`config.mk`:
```
export PLATFORM = sky130hd
export DESIGN_NAME = cpu_address_generation
export DESIGN_NICKNAME = d
export VERILOG_FILES = /design/src/rtl/agen_pkg.sv /design/src/rtl/branch_target.sv /design/src/rtl/cpu_address_generation.sv /design/src/rtl/operand_agen.sv
export SDC_FILE = /design/constraint.sdc
export NUM_CORES = 1
export LEC_CHECK = 0
export BUFFER_PORTS_ARGS = -buffer_cell sky130_fd_sc_hd__buf_2
export CORE_MARGIN = 10
export CORE_UTILIZATION = 45
export DETAILED_ROUTE_END_ITERATION = 16
export MAX_ROUTING_LAYER = met4
export PLACE_DENSITY = 0.72
export SLEW_MARGIN = 25
export SYNTH_ARGS = -nofsm -noshare
export SYNTH_HDL_FRONTEND = slang
export SYNTH_SLANG_ARGS = --single-unit
```
`constraint.sdc`:
```
create_clock -name SYS_CLK -period 4.7 [get_ports SYS_CLK]
set_clock_uncertainty 0.2 [all_clocks]
set_input_delay 0.47 -clock SYS_CLK [delete_from_list [all_inputs] [get_ports SYS_CLK]]
set_output_delay 0.47 -clock SYS_CLK [all_outputs]
set_load 0.01 [all_outputs]
```
`src/rtl/agen_pkg.sv`:
```
package agen_pkg;

   // Program counter modes
   typedef enum logic [2:0] {
      PC_SEQ,
      PC_REL,
      PC_IMM,
      PC_TABLE,
      PC_PAIR
   } pc_mode_t;

   // Operand address modes
   typedef enum logic [1:0] {
      OP_DIRECT,
      OP_SHORT,
      OP_SPECIAL,
      OP_NONE
   } op_mode_t;

   localparam logic [15:0] PC_RESET        = 16'h0000;
   localparam logic [15:0] TABLE_BASE      = 16'h0040;
   localparam logic [15:0] TABLE_TOP       = 16'h007f;
   localparam logic [7:0]  SHORT_HIGH      = 8'hfe;
   localparam logic [7:0]  SHORT_SPLIT     = 8'h20;
   localparam logic [6:0]  SHORT_TOP_BITS  = 7'h7f;
   localparam logic [7:0]  SPECIAL_HIGH    = 8'hff;
   localparam logic [7:0]  SPECIAL_LOW_END = 8'h1f;
   localparam int          SIGN_BIT        = 7;
   localparam int          IDX_LSB         = 1;
   localparam int          IDX_MSB         = 5;
   localparam logic [2:0]  MAX_LEN         = 3'h4;

   // Byte register numbers
   localparam logic [2:0] REG_X = 3'h0;
   localparam logic [2:0] REG_A = 3'h1;
   localparam logic [2:0] REG_C = 3'h2;
   localparam logic [2:0] REG_B = 3'h3;
   localparam logic [2:0] REG_E = 3'h4;
   localparam logic [2:0] REG_D = 3'h5;
   localparam logic [2:0] REG_L = 3'h6;
   localparam logic [2:0] REG_H = 3'h7;

   // Pair numbers
   localparam logic [1:0] PAIR_AX = 2'h0;
   localparam logic [1:0] PAIR_BC = 2'h1;
   localparam logic [1:0] PAIR_DE = 2'h2;
   localparam logic [1:0] PAIR_HL = 2'h3;

   // Branch request from the decoder
   typedef struct packed {
      logic       valid;
      pc_mode_t   mode;
      logic [2:0] length;
      logic [7:0] branch_displacement;
      logic [15:0] absolute_target;
      logic [7:0] table_call_instr;
      logic [15:0] accum_pair;
   } pc_req_t;

   // Operand request from the decoder
   typedef struct packed {
      logic       valid;
      op_mode_t   mode;
      logic       word;
      logic [15:0] absolute_target;
      logic [7:0] field;
      logic [2:0] reg_field;
      logic [1:0] pair_operand;
   } op_req_t;

   // Operand address to the memory bus
   typedef struct packed {
      logic        valid;
      logic [15:0] addr;
      logic        word;
      logic        error;
      logic [7:0]  reg_sel;
      logic [3:0]  pair_sel;
   } op_addr_t;

endpackage : agen_pkg

```
`src/rtl/branch_target.sv`:
```
`timescale 1ns/1ps
module branch_target
   import agen_pkg::*;
(
   // Inputs
   input  logic [15:0] next_pc,
   input  logic [7:0]  disp,
   // Result
   output logic [15:0] target
);

   always_comb begin
      target = next_pc + {{8{disp[SIGN_BIT]}}, disp};
   end

endmodule : branch_target

```
`src/rtl/cpu_address_generation.sv`:
```
`timescale 1ns/1ps
module cpu_address_generation
   import agen_pkg::*;
(
   // Clock and reset
   input  wire logic        SYS_CLK,
   input  wire logic        RESETN,
   // Decoder requests
   input  wire pc_req_t     PC_REQ,
   input  wire op_req_t     OP_REQ,
   // Table read port
   input  wire logic [7:0]  TABLE_DATA,
   output logic             TABLE_READ,
   output logic [15:0]      TABLE_ADDR,
   // Program counter
   output logic [15:0]      PC,
   output logic             PC_BUSY,
   // Operand address
   output op_addr_t         OP_ADDR
);

   typedef enum logic [1:0] {
      ST_RUN,
      ST_TBL_LO,
      ST_TBL_HI
   } tstate_t;

   typedef struct packed {
      tstate_t     st;
      logic [15:0] pc;
      logic [15:0] taddr;
      logic [7:0]  tlo;
      logic        tread;
      logic        busy;
      op_addr_t    op;
   } state_t;

   state_t      s;
   state_t      next_s;
   logic [15:0] seq_pc;
   logic [15:0] rel_pc;
   op_addr_t    op_res;

   function automatic logic [15:0] table_entry(input logic [7:0] opc);
      table_entry = TABLE_BASE + {10'h000, opc[IDX_MSB:IDX_LSB], 1'b0};
   endfunction : table_entry

   assign seq_pc = s.pc + {13'h0000, PC_REQ.length};

   branch_target u_branch (
      .next_pc (seq_pc),
      .disp    (PC_REQ.branch_displacement),
      .target  (rel_pc)
   );

   operand_agen u_operand (
      .req (OP_REQ),
      .res (op_res)
   );

   always_comb begin
      next_s       = s;
      next_s.tread = 1'b0;
      next_s.op    = op_res;
      unique case (s.st)
         ST_RUN: begin
            if (PC_REQ.valid) begin
               unique case (PC_REQ.mode)
                  PC_SEQ:   next_s.pc = seq_pc;
                  PC_REL:   next_s.pc = rel_pc;
                  PC_IMM:   next_s.pc = PC_REQ.absolute_target;
                  PC_PAIR:  next_s.pc = PC_REQ.accum_pair;
                  PC_TABLE: begin
                     next_s.taddr = table_entry(PC_REQ.table_call_instr);
                     next_s.tread = 1'b1;
                     next_s.st    = ST_TBL_LO;
                  end
                  default:  next_s.pc = s.pc;
               endcase
            end
         end
         ST_TBL_LO: begin
            next_s.tlo   = TABLE_DATA;
            next_s.taddr = s.taddr + 16'h0001;
            next_s.tread = 1'b1;
            next_s.st    = ST_TBL_HI;
         end
         ST_TBL_HI: begin
            next_s.pc = {TABLE_DATA, s.tlo};
            next_s.st = ST_RUN;
         end
         default: next_s.st = ST_RUN;
      endcase
      next_s.busy = (next_s.st != ST_RUN);
   end

   always_ff @(posedge SYS_CLK) begin
      if (!RESETN) begin
         s    <= '0;
         s.pc <= PC_RESET;
      end else begin
         s <= next_s;
      end
   end

   assign PC         = s.pc;
   assign PC_BUSY    = s.busy;
   assign TABLE_READ = s.tread;
   assign TABLE_ADDR = s.taddr;
   assign OP_ADDR    = s.op;

   property p_imm;
      @(posedge SYS_CLK) disable iff (!RESETN)
      (s.st == ST_RUN && PC_REQ.valid && PC_REQ.mode == PC_IMM)
         |=> PC == $past(PC_REQ.absolute_target);
   endproperty

   AST_SEQ: assert property (@(posedge SYS_CLK) disable iff (!RESETN)
      (s.st == ST_RUN && PC_REQ.valid && PC_REQ.mode == PC_SEQ)
         |=> PC == $past(PC) + 16'($past(PC_REQ.length)))
      else $error("pc did not advance by length");
   AST_REL: assert property (@(posedge SYS_CLK) disable iff (!RESETN)
      (s.st == ST_RUN && PC_REQ.valid && PC_REQ.mode == PC_REL)
         |=> PC == $past(PC) + 16'($past(PC_REQ.length))
                 + {{8{$past(PC_REQ.branch_displacement[7])}},
                    $past(PC_REQ.branch_displacement)})
      else $error("relative target wrong");
   AST_IMM: assert property (p_imm)
      else $error("immediate target wrong");
   AST_PAIR: assert property (@(posedge SYS_CLK) disable iff (!RESETN)
      (s.st == ST_RUN && PC_REQ.valid && PC_REQ.mode == PC_PAIR)
         |=> PC == $past(PC_REQ.accum_pair))
      else $error("pair target wrong");
   AST_TBL: assert property (@(posedge SYS_CLK) disable iff (!RESETN)
      (s.st == ST_RUN && PC_REQ.valid && PC_REQ.mode == PC_TABLE)
         |=> TABLE_READ && TABLE_ADDR >= TABLE_BASE && TABLE_ADDR <= TABLE_TOP
             && !TABLE_ADDR[0] ##1 TABLE_READ ##1 PC_BUSY == 1'b0)
      else $error("table walk wrong");
   AST_TBLPC: assert property (@(posedge SYS_CLK) disable iff (!RESETN)
      (s.st == ST_TBL_HI) |=> PC == {$past(TABLE_DATA), $past(TABLE_DATA, 2)})
      else $error("table target bytes wrong");
   AST_DIRECT: assert property (@(posedge SYS_CLK) disable iff (!RESETN)
      (OP_REQ.valid && OP_REQ.mode == OP_DIRECT)
         |=> OP_ADDR.addr == $past(OP_REQ.absolute_target))
      else $error("direct address wrong");
   AST_SHORT: assert property (@(posedge SYS_CLK) disable iff (!RESETN)
      (OP_REQ.valid && OP_REQ.mode == OP_SHORT)
         |=> OP_ADDR.addr >= 16'hfe20 && OP_ADDR.addr <= 16'hff1f
             && OP_ADDR.addr[7:0] == $past(OP_REQ.field))
      else $error("short address wrong");
   AST_SFR: assert property (@(posedge SYS_CLK) disable iff (!RESETN)
      (OP_REQ.valid && OP_REQ.mode == OP_SPECIAL && OP_REQ.word) |=> OP_ADDR.error)
      else $error("word special access not flagged");
   AST_REG: assert property (@(posedge SYS_CLK) disable iff (!RESETN)
      OP_REQ.valid |=> OP_ADDR.reg_sel == (8'h01 << $past(OP_REQ.reg_field)))
      else $error("register select wrong");

   AST_RST: assert property (@(posedge SYS_CLK)
      !RESETN |=> PC == PC_RESET && !PC_BUSY && !TABLE_READ && !OP_ADDR.valid)
      else $error("reset state wrong");

   AST_HOLD: assert property (@(posedge SYS_CLK) disable iff (!RESETN)
      (s.st == ST_RUN && !PC_REQ.valid) |=> PC == $past(PC))
      else $error("pc moved without request");

   AST_REFUSE: assert property (@(posedge SYS_CLK) disable iff (!RESETN)
      (s.st == ST_TBL_LO) |=> PC == $past(PC))
      else $error("pc moved during table walk");

   AST_BUSY: assert property (@(posedge SYS_CLK) disable iff (!RESETN)
      (s.st == ST_RUN && PC_REQ.valid && PC_REQ.mode == PC_TABLE)
         |=> PC_BUSY ##1 PC_BUSY ##1 !PC_BUSY)
      else $error("busy window wrong");

   AST_IDLE: assert property (@(posedge SYS_CLK) disable iff (!RESETN)
      (s.st == ST_RUN && !(PC_REQ.valid && PC_REQ.mode == PC_TABLE)) |=> !PC_BUSY)
      else $error("busy without table call");

   AST_TBL_ADDR: assert property (@(posedge SYS_CLK) disable iff (!RESETN)
      (s.st == ST_RUN && PC_REQ.valid && PC_REQ.mode == PC_TABLE)
         |=> TABLE_ADDR[5:1] == $past(PC_REQ.table_call_instr[IDX_MSB:IDX_LSB])
             && TABLE_ADDR[15:6] == 10'h001 && !TABLE_ADDR[0])
      else $error("table entry address wrong");

   AST_TBL_NEXT: assert property (@(posedge SYS_CLK) disable iff (!RESETN)
      (s.st == ST_TBL_LO) |=> TABLE_READ && TABLE_ADDR == $past(TABLE_ADDR) + 16'h0001)
      else $error("high byte address wrong");

   AST_TBL_DONE: assert property (@(posedge SYS_CLK) disable iff (!RESETN)
      (s.st == ST_TBL_HI) |=> !TABLE_READ && !PC_BUSY)
      else $error("table walk did not end");

   AST_TBL_RANGE: assert property (@(posedge SYS_CLK) disable iff (!RESETN)
      TABLE_READ |-> TABLE_ADDR >= TABLE_BASE && TABLE_ADDR <= TABLE_TOP)
      else $error("table read outside table");

   AST_REL_BACK: assert property (@(posedge SYS_CLK) disable iff (!RESETN)
      (s.st == ST_RUN && PC_REQ.valid && PC_REQ.mode == PC_REL
       && PC_REQ.branch_displacement == 8'hfe && PC_REQ.length == 3'h2)
         |=> PC == $past(PC))
      else $error("negative displacement not sign filled");

   AST_REL_FWD: assert property (@(posedge SYS_CLK) disable iff (!RESETN)
      (s.st == ST_RUN && PC_REQ.valid && PC_REQ.mode == PC_REL
       && !PC_REQ.branch_displacement[SIGN_BIT])
         |=> PC - $past(PC) == 16'($past(PC_REQ.length))
                 + 16'($past(PC_REQ.branch_displacement)))
      else $error("forward displacement wrong");

   AST_SHORT_HI: assert property (@(posedge SYS_CLK) disable iff (!RESETN)
      (OP_REQ.valid && OP_REQ.mode == OP_SHORT && OP_REQ.field < SHORT_SPLIT)
         |=> OP_ADDR.addr[15:8] == SPECIAL_HIGH)
      else $error("short address bit 8 not set");

   AST_SHORT_LO: assert property (@(posedge SYS_CLK) disable iff (!RESETN)
      (OP_REQ.valid && OP_REQ.mode == OP_SHORT && OP_REQ.field >= SHORT_SPLIT)
         |=> OP_ADDR.addr[15:8] == SHORT_HIGH)
      else $error("short address bit 8 not clear");

   AST_SHORT_ODD: assert property (@(posedge SYS_CLK) disable iff (!RESETN)
      (OP_REQ.valid && OP_REQ.mode == OP_SHORT && OP_REQ.word && OP_REQ.field[0])
         |=> OP_ADDR.error)
      else $error("odd word short address not flagged");

   AST_SHORT_OK: assert property (@(posedge SYS_CLK) disable iff (!RESETN)
      (OP_REQ.valid && OP_REQ.mode == OP_SHORT && !(OP_REQ.word && OP_REQ.field[0]))
         |=> !OP_ADDR.error)
      else $error("legal short access flagged");

   AST_SFR_ADDR: assert property (@(posedge SYS_CLK) disable iff (!RESETN)
      (OP_REQ.valid && OP_REQ.mode == OP_SPECIAL)
         |=> OP_ADDR.addr == {SPECIAL_HIGH, $past(OP_REQ.field)})
      else $error("special register address wrong");

   AST_SFR_LOW: assert property (@(posedge SYS_CLK) disable iff (!RESETN)
      (OP_REQ.valid && OP_REQ.mode == OP_SPECIAL && OP_REQ.field <= SPECIAL_LOW_END)
         |=> OP_ADDR.error)
      else $error("low special register not flagged");

   AST_SFR_OK: assert property (@(posedge SYS_CLK) disable iff (!RESETN)
      (OP_REQ.valid && OP_REQ.mode == OP_SPECIAL && !OP_REQ.word
       && OP_REQ.field > SPECIAL_LOW_END) |=> !OP_ADDR.error)
      else $error("legal special access flagged");

   AST_WORD: assert property (@(posedge SYS_CLK) disable iff (!RESETN)
      OP_REQ.valid |=> OP_ADDR.word == $past(OP_REQ.word))
      else $error("word flag not passed");

   AST_VALID: assert property (@(posedge SYS_CLK) disable iff (!RESETN)
      OP_ADDR.valid == $past(OP_REQ.valid))
      else $error("operand valid not one cycle behind");

   AST_NONE: assert property (@(posedge SYS_CLK) disable iff (!RESETN)
      (OP_REQ.valid && OP_REQ.mode == OP_NONE)
         |=> OP_ADDR.addr == 16'h0000 && !OP_ADDR.error)
      else $error("idle operand mode gave address");

   AST_PAIR_AX: assert property (@(posedge SYS_CLK) disable iff (!RESETN)
      (OP_REQ.valid && OP_REQ.pair_operand == PAIR_AX) |=> OP_ADDR.pair_sel == 4'h1)
      else $error("pair zero select wrong");

   AST_PAIR_HL: assert property (@(posedge SYS_CLK) disable iff (!RESETN)
      (OP_REQ.valid && OP_REQ.pair_operand == PAIR_HL) |=> OP_ADDR.pair_sel == 4'h8)
      else $error("pair three select wrong");

   AST_REG_X: assert property (@(posedge SYS_CLK) disable iff (!RESETN)
      (OP_REQ.valid && OP_REQ.reg_field == REG_X) |=> OP_ADDR.reg_sel == 8'h01)
      else $error("register zero select wrong");

   AST_REG_H: assert property (@(posedge SYS_CLK) disable iff (!RESETN)
      (OP_REQ.valid && OP_REQ.reg_field == REG_H) |=> OP_ADDR.reg_sel == 8'h80)
      else $error("register seven select wrong");

   COV_REL: cover property (@(posedge SYS_CLK) s.st == ST_RUN && PC_REQ.valid
      && PC_REQ.mode == PC_REL && PC_REQ.branch_displacement[7]);
   COV_TBL: cover property (@(posedge SYS_CLK) s.st == ST_TBL_HI);
   COV_SHORT: cover property (@(posedge SYS_CLK) OP_REQ.valid
      && OP_REQ.mode == OP_SHORT && OP_REQ.field < 8'h20);
   COV_PAIR: cover property (@(posedge SYS_CLK) s.st == ST_RUN && PC_REQ.valid
      && PC_REQ.mode == PC_PAIR);
   COV_SFR_ERR: cover property (@(posedge SYS_CLK) OP_REQ.valid
      && OP_REQ.mode == OP_SPECIAL && OP_REQ.word);

endmodule : cpu_address_generation

```
`src/rtl/operand_agen.sv`:
```
`timescale 1ns/1ps
module operand_agen
   import agen_pkg::*;
(
   // Request
   input  op_req_t  req,
   // Result
   output op_addr_t res
);

   function automatic logic [15:0] short_addr(input logic [7:0] f);
      short_addr = {SHORT_TOP_BITS, (f < SHORT_SPLIT), f};
   endfunction : short_addr

   always_comb begin
      res         = '0;
      res.valid   = req.valid;
      res.word    = req.word;
      res.reg_sel = 8'h01 << req.reg_field;
      res.pair_sel = 4'h1 << req.pair_operand;
      unique case (req.mode)
         OP_DIRECT: begin
            res.addr = req.absolute_target;
         end
         OP_SHORT: begin
            res.addr  = short_addr(req.field);
            res.error = req.word & req.field[0];
         end
         OP_SPECIAL: begin
            res.addr  = {SPECIAL_HIGH, req.field};
            res.error = req.word | (req.field <= SPECIAL_LOW_END);
         end
         OP_NONE: begin
            res.addr = '0;
         end
      endcase
   end

endmodule : operand_agen

```
[Yosys cells after proc, flatten, opt, wreduce, memory -nomap -nowiden]
Index checks and enable logic that the tools add are counted.
Word-level totals
  ROM bits: 0
  memory bits (writable): 0
  input bits: 98
  memories: 0
  word-level logic and storage cells: 54
  latch bits: 0
  register bits after elaboration: 75
Cells by class
  div/mod/pow operators: 0
  bitwise operators: 2
  multipliers: 0
  mux-type cells: 12
  add/subtract/negate cells: 4
  eq/ne operators: 12
  reductions and logical operators: 8
  shift-type cells: 2
  magnitude comparators: 2
Operators by type and width (number)
  16-bit case mux with 4 select lines: 2
  16-bit case mux with 2 select lines: 2
  34-bit 2-to-1 mux: 1
  16-bit by 1-bit adder with 16-bit output (second input constant): 1
  16-bit adder: 1
  16-bit by 3-bit adder with 16-bit output: 1
  16-bit 2-to-1 mux: 1
  7-bit by 6-bit adder with 8-bit output (first input constant): 1
  8-bit by 5-bit less-or-equal comparator with 1-bit output (second input constant): 1
  8-bit by 6-bit less-than comparator with 1-bit output (second input constant): 1
  1-bit by 3-bit left shift with 8-bit output (first input constant): 1
  2-bit == test (second input constant): 3
  3-bit by 2-bit == test with 1-bit output (second input constant): 2
  3-bit AND reduction: 2
  2-bit nonzero test: 3
  5-bit by 1-bit inequality test with 1-bit output (second input constant): 1
  2-bit by 1-bit == test with 1-bit output (second input constant): 2
  2-bit logical NOT: 2
  1-bit case mux with 2 select lines: 2
  2-bit case mux with 2 select lines: 1
  1-bit by 2-bit left shift with 4-bit output (first input constant): 1
  3-bit by 1-bit == test with 1-bit output (second input constant): 1
  3-bit == test (second input constant): 1
  3-bit logical NOT: 1
  6 further kinds: 7

[Longest topological paths before layout]
Gate-level depths: netlist of the first run.
  depth in word-level cells: 6
  mapped depth: 15
  mapped depth without buffers: 14

[Modules after synthesis]
A second synthesis of the first run with hierarchy kept.
Second synthesis, totals
  cell total of the unflattened synthesis: 655
  area total of the unflattened synthesis: 5332.6 um2
Modules (own cells, without submodules)
  cpu_address_generation: times used 1, area an instance 4065.1 um2, cells each 466, sequential area each 1501.4 um2
  branch_target: times used 1, area an instance 877.1 um2, cells each 118, sequential area each 0.0 um2
  operand_agen: times used 1, area an instance 390.4 um2, cells each 71, sequential area each 0.0 um2

[Least setup slack after synthesis of the first run]
No wires, ideal clock.
  kind: input -> register
  start point: input port PC_REQ[50] (netlist bit)
  end point: register s (netlist bit PC[11])
  path slack: 1437 ps
  required time: 4430 ps
  cell stages on the path: 12
  setup time: 70 ps
  arrival: 2993 ps
  cell sequence: ha_1 > a21oi_1 > nand2_1 > and3_2 > xor2_1 > ha_1 > o21a_1 > o21a_1 > and2_4 > o311a_1 > a211o_1 > a21oi_1
On the way
  word-level cells in the longest chain between the ends: 5
Ends and longest elaborated chain
  start, declared: RTL line cpu_address_generation.sv:9  | input wire pc_req_t PC_REQ,
  16-bit by 3-bit adder with 16-bit output *: RTL line cpu_address_generation.sv:48  | assign seq_pc = s.pc + {13'h0000, PC_REQ.length};
  16-bit adder: RTL line branch_target.sv:13  | target = next_pc + {{8{disp[SIGN_BIT]}}, disp};
  16-bit case mux with 4 select lines *: RTL line cpu_address_generation.sv:68  | unique case (PC_REQ.mode)
  34-bit 2-to-1 mux *: RTL line cpu_address_generation.sv:67  | if (PC_REQ.valid) begin
  16-bit case mux with 2 select lines *: RTL line cpu_address_generation.sv:65  | unique case (s.st)
  end signal, assigned: RTL line cpu_address_generation.sv:102  | s <= next_s;
  end, declared: RTL line cpu_address_generation.sv:38  | state_t s;
Mark *: on every way between the ends. The rest lies on a longest branch, timed or not. The select of a mux whose other input is x is not followed.
A chain may end at the register's enable or synchronous reset.

[Worst setup path after layout of the first run]
  start point: register s (netlist bit PC[0])
  end point: register s (netlist bit PC[14])
On the way
  word-level cells in the longest chain between the ends: 5
Ends and longest elaborated chain (RTL line)
  16-bit by 3-bit adder with 16-bit output *: cpu_address_generation.sv:48
  16-bit adder: branch_target.sv:13
  16-bit case mux with 4 select lines *: cpu_address_generation.sv:68
  34-bit 2-to-1 mux *: cpu_address_generation.sv:67
  16-bit case mux with 2 select lines *: cpu_address_generation.sv:65
Marks and branches as above.

==> results of run 1 <==
-- power groups by stage --
| stage | sequential [uW] | combinational (uW) | clock, uW |
|---|---|---|---|
| 6_report | 683 | 397 | 636 |
| 3_3_place_gp | 694 | 384 | 0 |
| 2_1_floorplan | 691 | 293 | 0 |
| 4_1_cts | 683 | 397 | 645 |
| 5_1_grt | 686 | 442 | 677 |
| 3_5_place_dp | 696 | 395 | 0 |
-- cell type report --
cell class | instances | area (sq um)
multi-input cells | 470 | 2980
inverters | 17 | 63.8
repair buffers | 163 | 826
clock inverters | 4 | 25.0
clock buffers | 12 | 256
well taps | 143 | 179
fillers | 1112 | 5480
flip-flops and latches | 75 | 1500
diodes | 1 | 2.50
-- metrics by stage --
step	cell area (sq um)	setup WS, ns	utilization [%]	std cells
after floorplan	5160	1.44	-	655
after global placement	5550	0.905	49.1	868
after detailed placement	5550	0.847	49.1	868
final	5840	0.989	51.6	885
after global routing	5840	0.775	51.5	884
after CTS	5840	1.02	51.5	884
-- logic make-up (layout without fill, tap and decap cells) --
kind of cell    Yosys count  in the layout  synth area share [%]
other cells               0              1                     0
compound gates          190            190                  23.1
fa+ha+maj                24             24                  6.10
simple gates            223            223                  22.8
mux                       4              4                 0.799
xor+xnor                 29             29                  4.92
flops                    75             75                  29.1
buf+inv                 110            196                  13.2
-- flip-flops by register name, summed over array words and instances, names as in the netlist --
name	cells
PC_BUSY	1
s	10
TABLE_ADDR	16
OP_ADDR	31
PC	16
TABLE_READ	1
-- per-layer routing --
layer / vias up / global-route usage [%]
met3: 21 / 4.43
li1: 2438 / -
met4: 0 / 6.03
met5: - / -
met2: 198 / 31.3
met1: 2286 / 23.3
-- worst max path at each step --
stage              to  slack [ns]  cells past startpoint
6_report       PC[14]        0.99                     13
5_1_grt        PC[11]        0.77                     13
4_1_cts        PC[14]        1.02                     13
3_5_place_dp   PC[14]        0.85                     14
3_3_place_gp   PC[14]        0.90                     14
2_1_floorplan  PC[11]        1.44                     12
-- worst reg2reg max path, stage by stage (launching register included) --
cell	delay, ns
sky130_fd_sc_hd__dfxtp_1	0.37
sky130_fd_sc_hd__ha_1	0.18
sky130_fd_sc_hd__inv_1	0.06
sky130_fd_sc_hd__fa_1	0.41
sky130_fd_sc_hd__nor2b_1	0.27
sky130_fd_sc_hd__o2111ai_1	0.26
sky130_fd_sc_hd__xnor2_1	0.22
sky130_fd_sc_hd__ha_1	0.43
sky130_fd_sc_hd__and4_1	0.25
sky130_fd_sc_hd__nand3_1	0.10
sky130_fd_sc_hd__a311oi_1	0.37
sky130_fd_sc_hd__or3_1	0.17
sky130_fd_sc_hd__nand3_1	0.10
sky130_fd_sc_hd__a211oi_1	0.25
-- layout by cell type, fill, tap and decap left out, types with 4 or more instances in the layout --
cell type,instances
sky130_fd_sc_hd__nor2b_1,6
sky130_fd_sc_hd__o21a_1,11
sky130_fd_sc_hd__xnor2_1,19
sky130_fd_sc_hd__buf_2,159
sky130_fd_sc_hd__a31oi_1,7
sky130_fd_sc_hd__and3_1,10
sky130_fd_sc_hd__clkbuf_16,9
sky130_fd_sc_hd__buf_4,4
sky130_fd_sc_hd__or3_1,4
sky130_fd_sc_hd__nor3_1,11
sky130_fd_sc_hd__a22oi_1,7
sky130_fd_sc_hd__ha_1,22
sky130_fd_sc_hd__nand2b_1,8
sky130_fd_sc_hd__a21oi_1,65
sky130_fd_sc_hd__o21ai_0,39
sky130_fd_sc_hd__nand3_1,14
sky130_fd_sc_hd__nand2_1,54
sky130_fd_sc_hd__inv_1,17
sky130_fd_sc_hd__o22ai_1,16
sky130_fd_sc_hd__a211oi_1,6
sky130_fd_sc_hd__xor2_1,10
sky130_fd_sc_hd__nor2_1,64
sky130_fd_sc_hd__nand4_1,4
sky130_fd_sc_hd__dfxtp_1,75
sky130_fd_sc_hd__o221ai_1,4
sky130_fd_sc_hd__nor3b_1,11
sky130_fd_sc_hd__and2_1,7
==> implementation parameters, run 1 <==
Parameter                              Value

Synthesis
  Post-synthesis average cell area    approximately 8 sq um
  Area share of the largest cell type after synthesis    approximately 29%
  Async S/R FF share, synth    0%
  Post-synthesis cell count    655
  List of most frequent post-synthesis cells    sky130_fd_sc_hd__dfxtp_1 (75), sky130_fd_sc_hd__a21oi_1 (65), sky130_fd_sc_hd__buf_4 (65)
  Most repeated cell in the gate-level netlist after synthesis    sky130_fd_sc_hd__dfxtp_1
  Ys flop type    sky130_fd_sc_hd__dfxtp_1
  Count of flip-flops with a built-in enable after synthesis    0
  Cell accounting for the most synthesized area    sky130_fd_sc_hd__dfxtp_1
  Post-Syn Nets    approximately 800
  Area of the mapped netlist    around 0.0052 sq mm
  Number of different library cells in the post-synthesis netlist    approximately 70
  Sequential cell area fraction in the yosys report    between 20 and 30%
  Largest cells by area after synthesis    sky130_fd_sc_hd__dfxtp_1 (29%), sky130_fd_sc_hd__buf_4 (9.4%), sky130_fd_sc_hd__a21oi_1 (6.3%)
  Synthesis-stage register bit count    75
  Synth Warn #    0

Clocking
  CTS Buf Count    9
  Number of H-tree levels    3
  Clock Tree Buf Depth    2
  CTS Sinks    75
  Reg clk slew, reported paths    0.06 ns
  CTS Hold Bufs    0
  Postcts setup bufs    0
  Clk_lat worst skew    between 0.3 and 0.4 ns
  Number of gates resized after cts    0
  Cell at the root of the clock tree    sky130_fd_sc_hd__clkbuf_16
  TritonCTS clock tree    built

Route
  Via-per-instance ratio    approximately 5.6
  Met3 WL post-DR    between 1 and 1.5 mm
  Detailed router's first-iteration violation count    just under 400
  Pre-antenna DRT Iters    5
  Number of antenna-violating nets in the routed design    0
  Average detailed-routed wire length per instance    roughly 18 um
  # DRC    0
  Post-route met1 wirelength    between 6 and 7 mm
  Post-Route WL    roughly 16 mm
  Max layer used    met4
  Met2 routed WL    7.36 mm
  Via count    roughly 4900

STA
  RSZ-0062 raised after global routing    false
  Ratio of final minimum period to clock period    about 79%
  Worst hold margin    between 0.1 and 0.15 ns
  Final hold viol count    0
  Max-slew violation count    0
  Setup TNS    0 ns
  Time the final worst path needs with I/O delays and setup    between 3 and 4 ns
  Timing-limited maximum frequency    between 0.2 and 0.3 GHz
  Worst slew margin    47.4%
  Count of final setup violators    0
  Least-Margin Pin Slew    between 0.7 and 0.8 ns

Min path
  Hold WC Path Type    primary input to register
  Capture endpoint of the worst hold path    OP_ADDR[30]
  Startpoint of the tightest hold check path    OP_REQ[32]
  Cells on Worst Hold Path    2

Power and ir drop
  Comb power frac    between 20 and 25%
  Cell-internal power    approximately 1200 uW
  Share of total power in sequential cells    39.8%
  Pwr Density    294 mW/mm^2
  Total power after layout    approximately 1700 uW
  Leakage power figure    approximately 0.0026 uW
  Clock network power share    37.1%
  Worst IR drop on VDD    between 0.0002 and 0.00025 V
  Switching pwr    approximately 500 uW
  Switching share of total power    between 20% and 30%

Run status
  Outcome    finished, final reports clean

Cells and area
  Fin nets    about 860
  Layout cell share with drive strength beyond 1    27.4%
  Area growth from synthesis to final layout    13.0%

Global routing
  Wire length of the first global-routing pass    about 25 mm
  Maximum number of pins on one net before global-route repair    27
  Total global routing track utilization    around a fifth
  Total overflow reported by the global router    0
  Via count of the first global-routing pass    4930
  Initial antenna violation count    0

Setup path
  Buf+Inv Stages, Crit Path    1
  CP Class    register to register
  Worst r2r path cells    13
  Slack of the worst reg-to-reg path    0.99 ns
  Maximum single-stage delay on the critical path    between 0.4 and 0.5 ns
  Reg-to-reg critical path startpoint    PC[0]
  Arr. time, crit path    ~3.8 ns
  Terminus of the critical flop-to-flop path    PC[14]
  Cell family with most CP delay    adder cells
  List of cells traversed by the critical path    ha_1, inv_1, fa_1, nor2b_1, o2111ai_1, xnor2_1, ha_1, and4_1, nand3_1, a311oi_1, or3_1, nand3_1, a211oi_1
  Max FO, Critical Path    7
  Critical path startpoint category    register
  Element type at the critical path end    register
  Critical Path Source    PC[0]
  Required time at the endpoint of the critical path    between 4 and 5 ns
  Slowest-stage cell, CP    sky130_fd_sc_hd__ha_1

Place
  HPWL reported at the end of detailed placement    roughly 13 mm
  Weighted congestion reported at the end of routability-driven placement    between 0.9 and 1
  Number of I/O port buffers    around 160

Die
  Total number of placement rows    39
  Total die area    roughly 0.016 sq mm
  Floorplan die width    127 um
  Height of the chip    between 100 and 150 um
  # IOs    ~160
  Core region area    roughly 0.011 sq mm
  Initial core utilization    between 40% and 50%

Run
  Max capacitance violation total    0
(Power assumes the default switching activity.)
==> run 2: changes to the inputs <==
clock period = 3.7 ns   (was 4.7 ns; I/O delays follow)
==> run 2 against run 1 <==
Combinational power rose by 32%. Core utilization rose by 0.69 points. Sequential power rose by 27%. Non-clock buffer count rose by 11. Largest cell class unchanged.
==> implementation parameters, run 2 (synthesized netlist as in run 1, its figures left out) <==
Parameter                              Value

Setup path
  Worst r2r path cells    12
  Max FO, Critical Path    5
  Critical path startpoint category    register
  CP Class    register to register
  Required time at the endpoint of the critical path    about 3.7 ns
  Arr. time, crit path    3.52 ns
  Element type at the critical path end    register

Die
  Initial core utilization    between 40% and 50%
  Height of the chip    127 um
  Total die area    roughly 0.016 sq mm
  Core region area    around 0.011 sq mm
  Total number of placement rows    39
  Floorplan die width    about 130 um
  # IOs    163

Route
  Via-per-instance ratio    roughly 5.5
  # DRC    0
  Number of antenna-violating nets in the routed design    0
  Post-route met1 wirelength    roughly 7.0 mm
  Met3 WL post-DR    between 1 and 1.5 mm
  Met2 routed WL    between 7 and 8 mm
  Max layer used    met4
  Via count    approximately 4900
  Detailed router's first-iteration violation count    255
  Post-Route WL    ~16 mm
  Pre-antenna DRT Iters    4
  Average detailed-routed wire length per instance    ~18 um

Cells and area
  # diodes    0
  Number of standard cells in the layout, taps in and fillers out    between 800 and 900
  Most flops, register    OP_ADDR
  Fill cell count    ~1100
  Post-route design area    0.00592 sq mm
  Leading cell types in the layout, fill and taps excluded    sky130_fd_sc_hd__buf_2 (159), sky130_fd_sc_hd__dfxtp_1 (75), sky130_fd_sc_hd__a21oi_1 (65), sky130_fd_sc_hd__nor2_1 (64), sky130_fd_sc_hd__nand2_1 (54)
  Largest register FFs    31
  Commonest non-fill, non-tap cell in the layout    sky130_fd_sc_hd__buf_2
  Layout cell share with drive strength beyond 1    28.5%
  Final Util    a little over half
  Fin nets    between 800 and 900
  Area growth from synthesis to final layout    14.5%

Clocking
  CTS Buf Count    9
  Number of H-tree levels    3
  Clk_lat worst skew    around 0.33 ns
  TritonCTS clock tree    built
  Clock Tree Buf Depth    2
  Reg clk slew, reported paths    about 0.06 ns
  Cell at the root of the clock tree    sky130_fd_sc_hd__clkbuf_16
  CTS Sinks    75

Power and ir drop
  Cell-internal power    between 1500 and 2000 uW
  Worst IR drop on VDD    approximately 0.00031 V
  Total power after layout    approximately 2100 uW
  Switching share of total power    29.7%
  Pwr Density    approximately 360 mW/mm^2
  Comb power frac    between 20% and 30%
  Leakage power figure    about 0.0026 uW
  Share of total power in sequential cells    about two fifths
  Switching pwr    between 600 and 700 uW
  Clock network power share    35.3%

STA
  Worst slew margin    about 50%
  Final hold viol count    0
  Count of final setup violators    0
  Least-Margin Pin Slew    roughly 0.77 ns
  Max-slew violation count    0
  Timing-limited maximum frequency    between 0.2 and 0.3 GHz
  Time the final worst path needs with I/O delays and setup    ~3.5 ns
  Ratio of final minimum period to clock period    between 90% and 100%

Place
  Weighted congestion reported at the end of routability-driven placement    between 0.8 and 0.9
  Instance count after placement with tap cells included    about 880
  HPWL reported at the end of detailed placement    12.6 mm
  Number of I/O port buffers    159
  Post-detailed-placement cell area    0.00563 sq mm

Global routing
  Maximum number of pins on one net before global-route repair    40
  Initial antenna violation count    0
  Via count of the first global-routing pass    about 5000
  Total overflow reported by the global router    0
  Total global routing track utilization    a little under a fifth
  Wire length of the first global-routing pass    about 25 mm

Run status
  Outcome    finished, final reports clean

Run
  Max capacitance violation total    0

Min path
  Hold WC Path Type    primary input to register
  Cells on Worst Hold Path    2
==> run 2: cell types whose count changed in the layout (fill, tap and decap cells not counted), sizes merged <==
| cell | before | now |
|---|---|---|
| diode | 1 | 0 |
| clkinvlp | 2 | 1 |
| clkbuf | 12 | 11 |
| buf | 163 | 174 |
==> run 2: final cells by class <==
type                    count  area (sq um)  share of cell area [%]
multi-input cells         470          3010                    50.9
flip-flops and latches     75          1500                    25.4
repair buffers            174           908                    15.4
clock buffers              11           233                    3.93
well taps                 143           179                    3.02
inverters                  17          63.8                    1.08
clock inverters             3          17.5                   0.296
==> run 2: what timing repair did <==
item / 4_1_cts / 5_1_grt
setup buffers: 0 / 1
gates resized for setup: 0 / 5
setup endpoints to repair: 0 / 5
hold buffers: 0 / 0
==> run 2: worst paths after layout <==
kind | start | end | slack, ns
max reg2reg | PC[2] | PC[14] | 0.19
min reg2reg | s[36] | s[36] | 0.26
max | PC[2] | PC[14] | 0.19
min | OP_REQ[0] | OP_ADDR[2] | 0.03
==> run 2: power groups by stage <==
| stage | logic [uW] | clock network [uW] | registers [uW] |
|---|---|---|---|
| after floorplan | 372 | 0 | 878 |
| after global placement | 499 | 0 | 882 |
| after detailed placement | 511 | 0 | 884 |
| after CTS | 514 | 779 | 866 |
| after global routing | 584 | 808 | 871 |
| final | 525 | 758 | 867 |
==> run 2: routing by layer <==
layer,global-route usage [%],up-vias
met5,-,-
met4,7.77,0
met3,4.55,24
met2,30.9,200
met1,22.5,2262
li1,-,2457
==> run 2: through the flow <==
step                setup TNS, ns  setup slack, ns  hold slack [ns]
floorplan                       0            0.537            0.236
global placement                0            0.104            0.250
detailed placement              0           0.0736            0.258
CTS                             0            0.150           0.0215
global route              -0.0113          -0.0107           0.0376
finish                          0            0.195           0.0346
==> run 2: critical path: stages, from the launching register on <==
cell	delay [ns]
sky130_fd_sc_hd__dfxtp_1	0.32
sky130_fd_sc_hd__ha_1	0.33
sky130_fd_sc_hd__a21oi_1	0.18
sky130_fd_sc_hd__nand2_1	0.17
sky130_fd_sc_hd__and3_2	0.24
sky130_fd_sc_hd__xor2_1	0.22
sky130_fd_sc_hd__ha_1	0.33
sky130_fd_sc_hd__a211oi_1	0.51
sky130_fd_sc_hd__a311oi_2	0.19
sky130_fd_sc_hd__buf_4	0.17
sky130_fd_sc_hd__or3_1	0.31
sky130_fd_sc_hd__nand3_1	0.13
sky130_fd_sc_hd__a211oi_1	0.08
==> run 3: changes to the inputs <==
CTS_CLUSTER_DIAMETER = 150   (was not set)
SETUP_SLACK_MARGIN = 0.5   (was not set)
==> run 3 against run 2 <==
Total power increased by 4.6%. Worst setup slack better by 0.33 ns. Routed wire length up 3.1%. Die area stayed put. Maximum frequency rose by 10%. Design area is 7.8% higher. Critical path depth increased by 1. Critical path type unchanged. Critical endpoint unchanged. Largest cell class unchanged. Highest routed layer unchanged.
==> implementation parameters, run 3 (synthesized netlist as in run 1, its figures left out) <==
Parameter                              Value

Setup path
  Cell family with most CP delay    simple AND/OR/NAND/NOR gates
  Critical path startpoint category    register
  Required time at the endpoint of the critical path    between 3 and 4 ns
  Element type at the critical path end    register
  CP Class    register to register
  Max FO, Critical Path    5
  Slowest-stage cell, CP    sky130_fd_sc_hd__or3_4
  Cell occurring most often along the worst timing path    sky130_fd_sc_hd__buf_4
  Arr. time, crit path    3.18 ns
  Slack of the worst reg-to-reg path    0.53 ns
  Worst r2r path cells    13
  List of cells traversed by the critical path    ha_4, nand3_1, nand2_1, buf_4, and3_2, xor2_2, ha_2, a211oi_4, a311oi_2, buf_4, or3_4, nand3_4, a211oi_2
  Maximum single-stage delay on the critical path    0.37 ns
  Reg-to-reg critical path startpoint    PC[2]
  Critical Path Source    PC[2]
  Buf+Inv Stages, Crit Path    2
  Terminus of the critical flop-to-flop path    PC[14]

Min path
  Startpoint of the tightest hold check path    OP_REQ[0]
  Hold WC Path Type    primary input to register
  Cells on Worst Hold Path    2
  Capture endpoint of the worst hold path    OP_ADDR[2]

Cells and area
  Number of standard cells in the layout, taps in and fillers out    906
  # diodes    0
  Area growth from synthesis to final layout    23.4%
  Most flops, register    OP_ADDR
  Commonest non-fill, non-tap cell in the layout    sky130_fd_sc_hd__buf_2
  Layout cell share with drive strength beyond 1    36.2%
  Leading cell types in the layout, fill and taps excluded    sky130_fd_sc_hd__buf_2 (159), sky130_fd_sc_hd__dfxtp_1 (73), sky130_fd_sc_hd__nor2_1 (62), sky130_fd_sc_hd__a21oi_1 (59), sky130_fd_sc_hd__nand2_1 (53)
  Largest register FFs    31
  Fin nets    between 800 and 900

STA
  Count of final setup violators    0
  Setup TNS    0 ns
  Ratio of final minimum period to clock period    about 86%
  Time the final worst path needs with I/O delays and setup    about 3.2 ns
  Final hold viol count    0
  Worst slew margin    about 50%
  Max-slew violation count    0
  Timing-limited maximum frequency    0.315 GHz
  Least-Margin Pin Slew    0.768 ns
  RSZ-0062 raised after global routing    true

Clocking
  CTS Sinks    75
  Cell at the root of the clock tree    sky130_fd_sc_hd__clkbuf_16
  CTS Hold Bufs    0
  TritonCTS clock tree    built
  CTS Buf Count    9
  Clk_lat worst skew    ~0.33 ns
  Clock Tree Buf Depth    2
  Number of H-tree levels    3
  Reg clk slew, reported paths    0.06 ns

Route
  Met2 routed WL    approximately 7.6 mm
  Detailed router's first-iteration violation count    ~340
  Pre-antenna DRT Iters    5
  Via-per-instance ratio    5.57
  Via count    around 5000
  # DRC    0
  Met3 WL post-DR    approximately 1.1 mm
  Post-Route WL    between 15 and 20 mm
  Post-route met1 wirelength    7.01 mm
  Max layer used    met4
  Average detailed-routed wire length per instance    roughly 18 um
  Number of antenna-violating nets in the routed design    0

Global routing
  Total global routing track utilization    between 15 and 20%
  Maximum number of pins on one net before global-route repair    40
  Total overflow reported by the global router    0
  Initial antenna violation count    0
  Wire length of the first global-routing pass    about 25 mm
  Via count of the first global-routing pass    between 5000 and 6000

Die
  Initial core utilization    between 40% and 50%
  Total die area    0.0162 sq mm
  Core region area    between 0.01 and 0.015 sq mm
  Floorplan die width    around 130 um
  # IOs    between 150 and 200
  Height of the chip    127 um
  Total number of placement rows    39

Place
  Weighted congestion reported at the end of routability-driven placement    around 0.88
  Number of I/O port buffers    about 160
  Instance count after placement with tap cells included    878
  HPWL reported at the end of detailed placement    ~13 mm

Run status
  Outcome    finished, final reports clean

Power and ir drop
  Total power after layout    2250 uW
  Leakage power figure    roughly 0.0027 uW
  Pwr Density    352 mW/mm^2
  Worst IR drop on VDD    0.000307 V

Run
  Max capacitance violation total    0
==> run 3: cell count changes in the layout (fill, tap and decap cells not counted), sizes merged <==
cell  delta
buf     +13
==> run 3: final cells by class <==
| cell class | count | area [sq um] |
|---|---|---|
| repair buffers | 187 | 1020 |
| well taps | 143 | 179 |
| flip-flops and latches | 75 | 1500 |
| fillers | 1051 | 4940 |
| multi-input cells | 470 | 3360 |
| clock buffers | 11 | 233 |
| inverters | 17 | 63.8 |
| clock inverters | 3 | 17.5 |
==> run 3: how the worst max path moves through the flow <==
stage	end	slack, ns	cells after the start
2_1_floorplan	PC[11]	0.54	12
3_3_place_gp	PC[14]	0.10	15
3_5_place_dp	PC[14]	0.07	15
4_1_cts	PC[14]	0.39	14
5_1_grt	PC[15]	0.39	16
6_report	PC[14]	0.53	13
==> run 3: report_power, final <==
group,total [uW],internal [uW],switching [uW]
Combinational,620,284,336
Sequential,869,843,26.0
Clock,758,444,314
Total,2250,1570,677
==> run 3: repair_timing <==
| item | in CTS | in global routing |
|---|---|---|
| buffers inserted | 9 | 5 |
| pin swaps | 23 | 28 |
| hold endpoints to repair | 0 | 0 |
| resized for setup | 32 | 42 |
| setup endpoints to repair | 10 | 11 |
==> run 3: per-layer routing <==
| layer | vias to the layer above | track usage (%) |
|---|---|---|
| met1 | 2334 | 22.4 |
| met3 | 31 | 4.59 |
| met2 | 205 | 31.6 |
| met4 | 0 | 8.44 |
| li1 | 2475 | - |
| met5 | - | - |
==> run 3: worst reg2reg max path, cell delays in order (launching register included) <==
cell                       delay (ns)
sky130_fd_sc_hd__dfxtp_2         0.33
sky130_fd_sc_hd__ha_4            0.31
sky130_fd_sc_hd__nand3_1         0.10
sky130_fd_sc_hd__nand2_1         0.11
sky130_fd_sc_hd__buf_4           0.13
sky130_fd_sc_hd__and3_2          0.19
sky130_fd_sc_hd__xor2_2          0.19
sky130_fd_sc_hd__ha_2            0.36
sky130_fd_sc_hd__a211oi_4        0.31
sky130_fd_sc_hd__a311oi_2        0.15
sky130_fd_sc_hd__buf_4           0.17
sky130_fd_sc_hd__or3_4           0.37
sky130_fd_sc_hd__nand3_4         0.07
sky130_fd_sc_hd__a211oi_2        0.06
==> run 3: per-stage QoR <==
step / util, % / setup slack, ns / hold slack [ns] / cell area [sq um]
floorplan: - / 0.537 / 0.236 / 5160
global placement: 49.7 / 0.104 / 0.250 / 5630
detailed placement: 49.7 / 0.0736 / 0.258 / 5630
CTS: 53.8 / 0.393 / 0.0215 / 6090
global route: 56.3 / 0.391 / 0.0376 / 6380
finish: 56.3 / 0.526 / 0.0346 / 6380
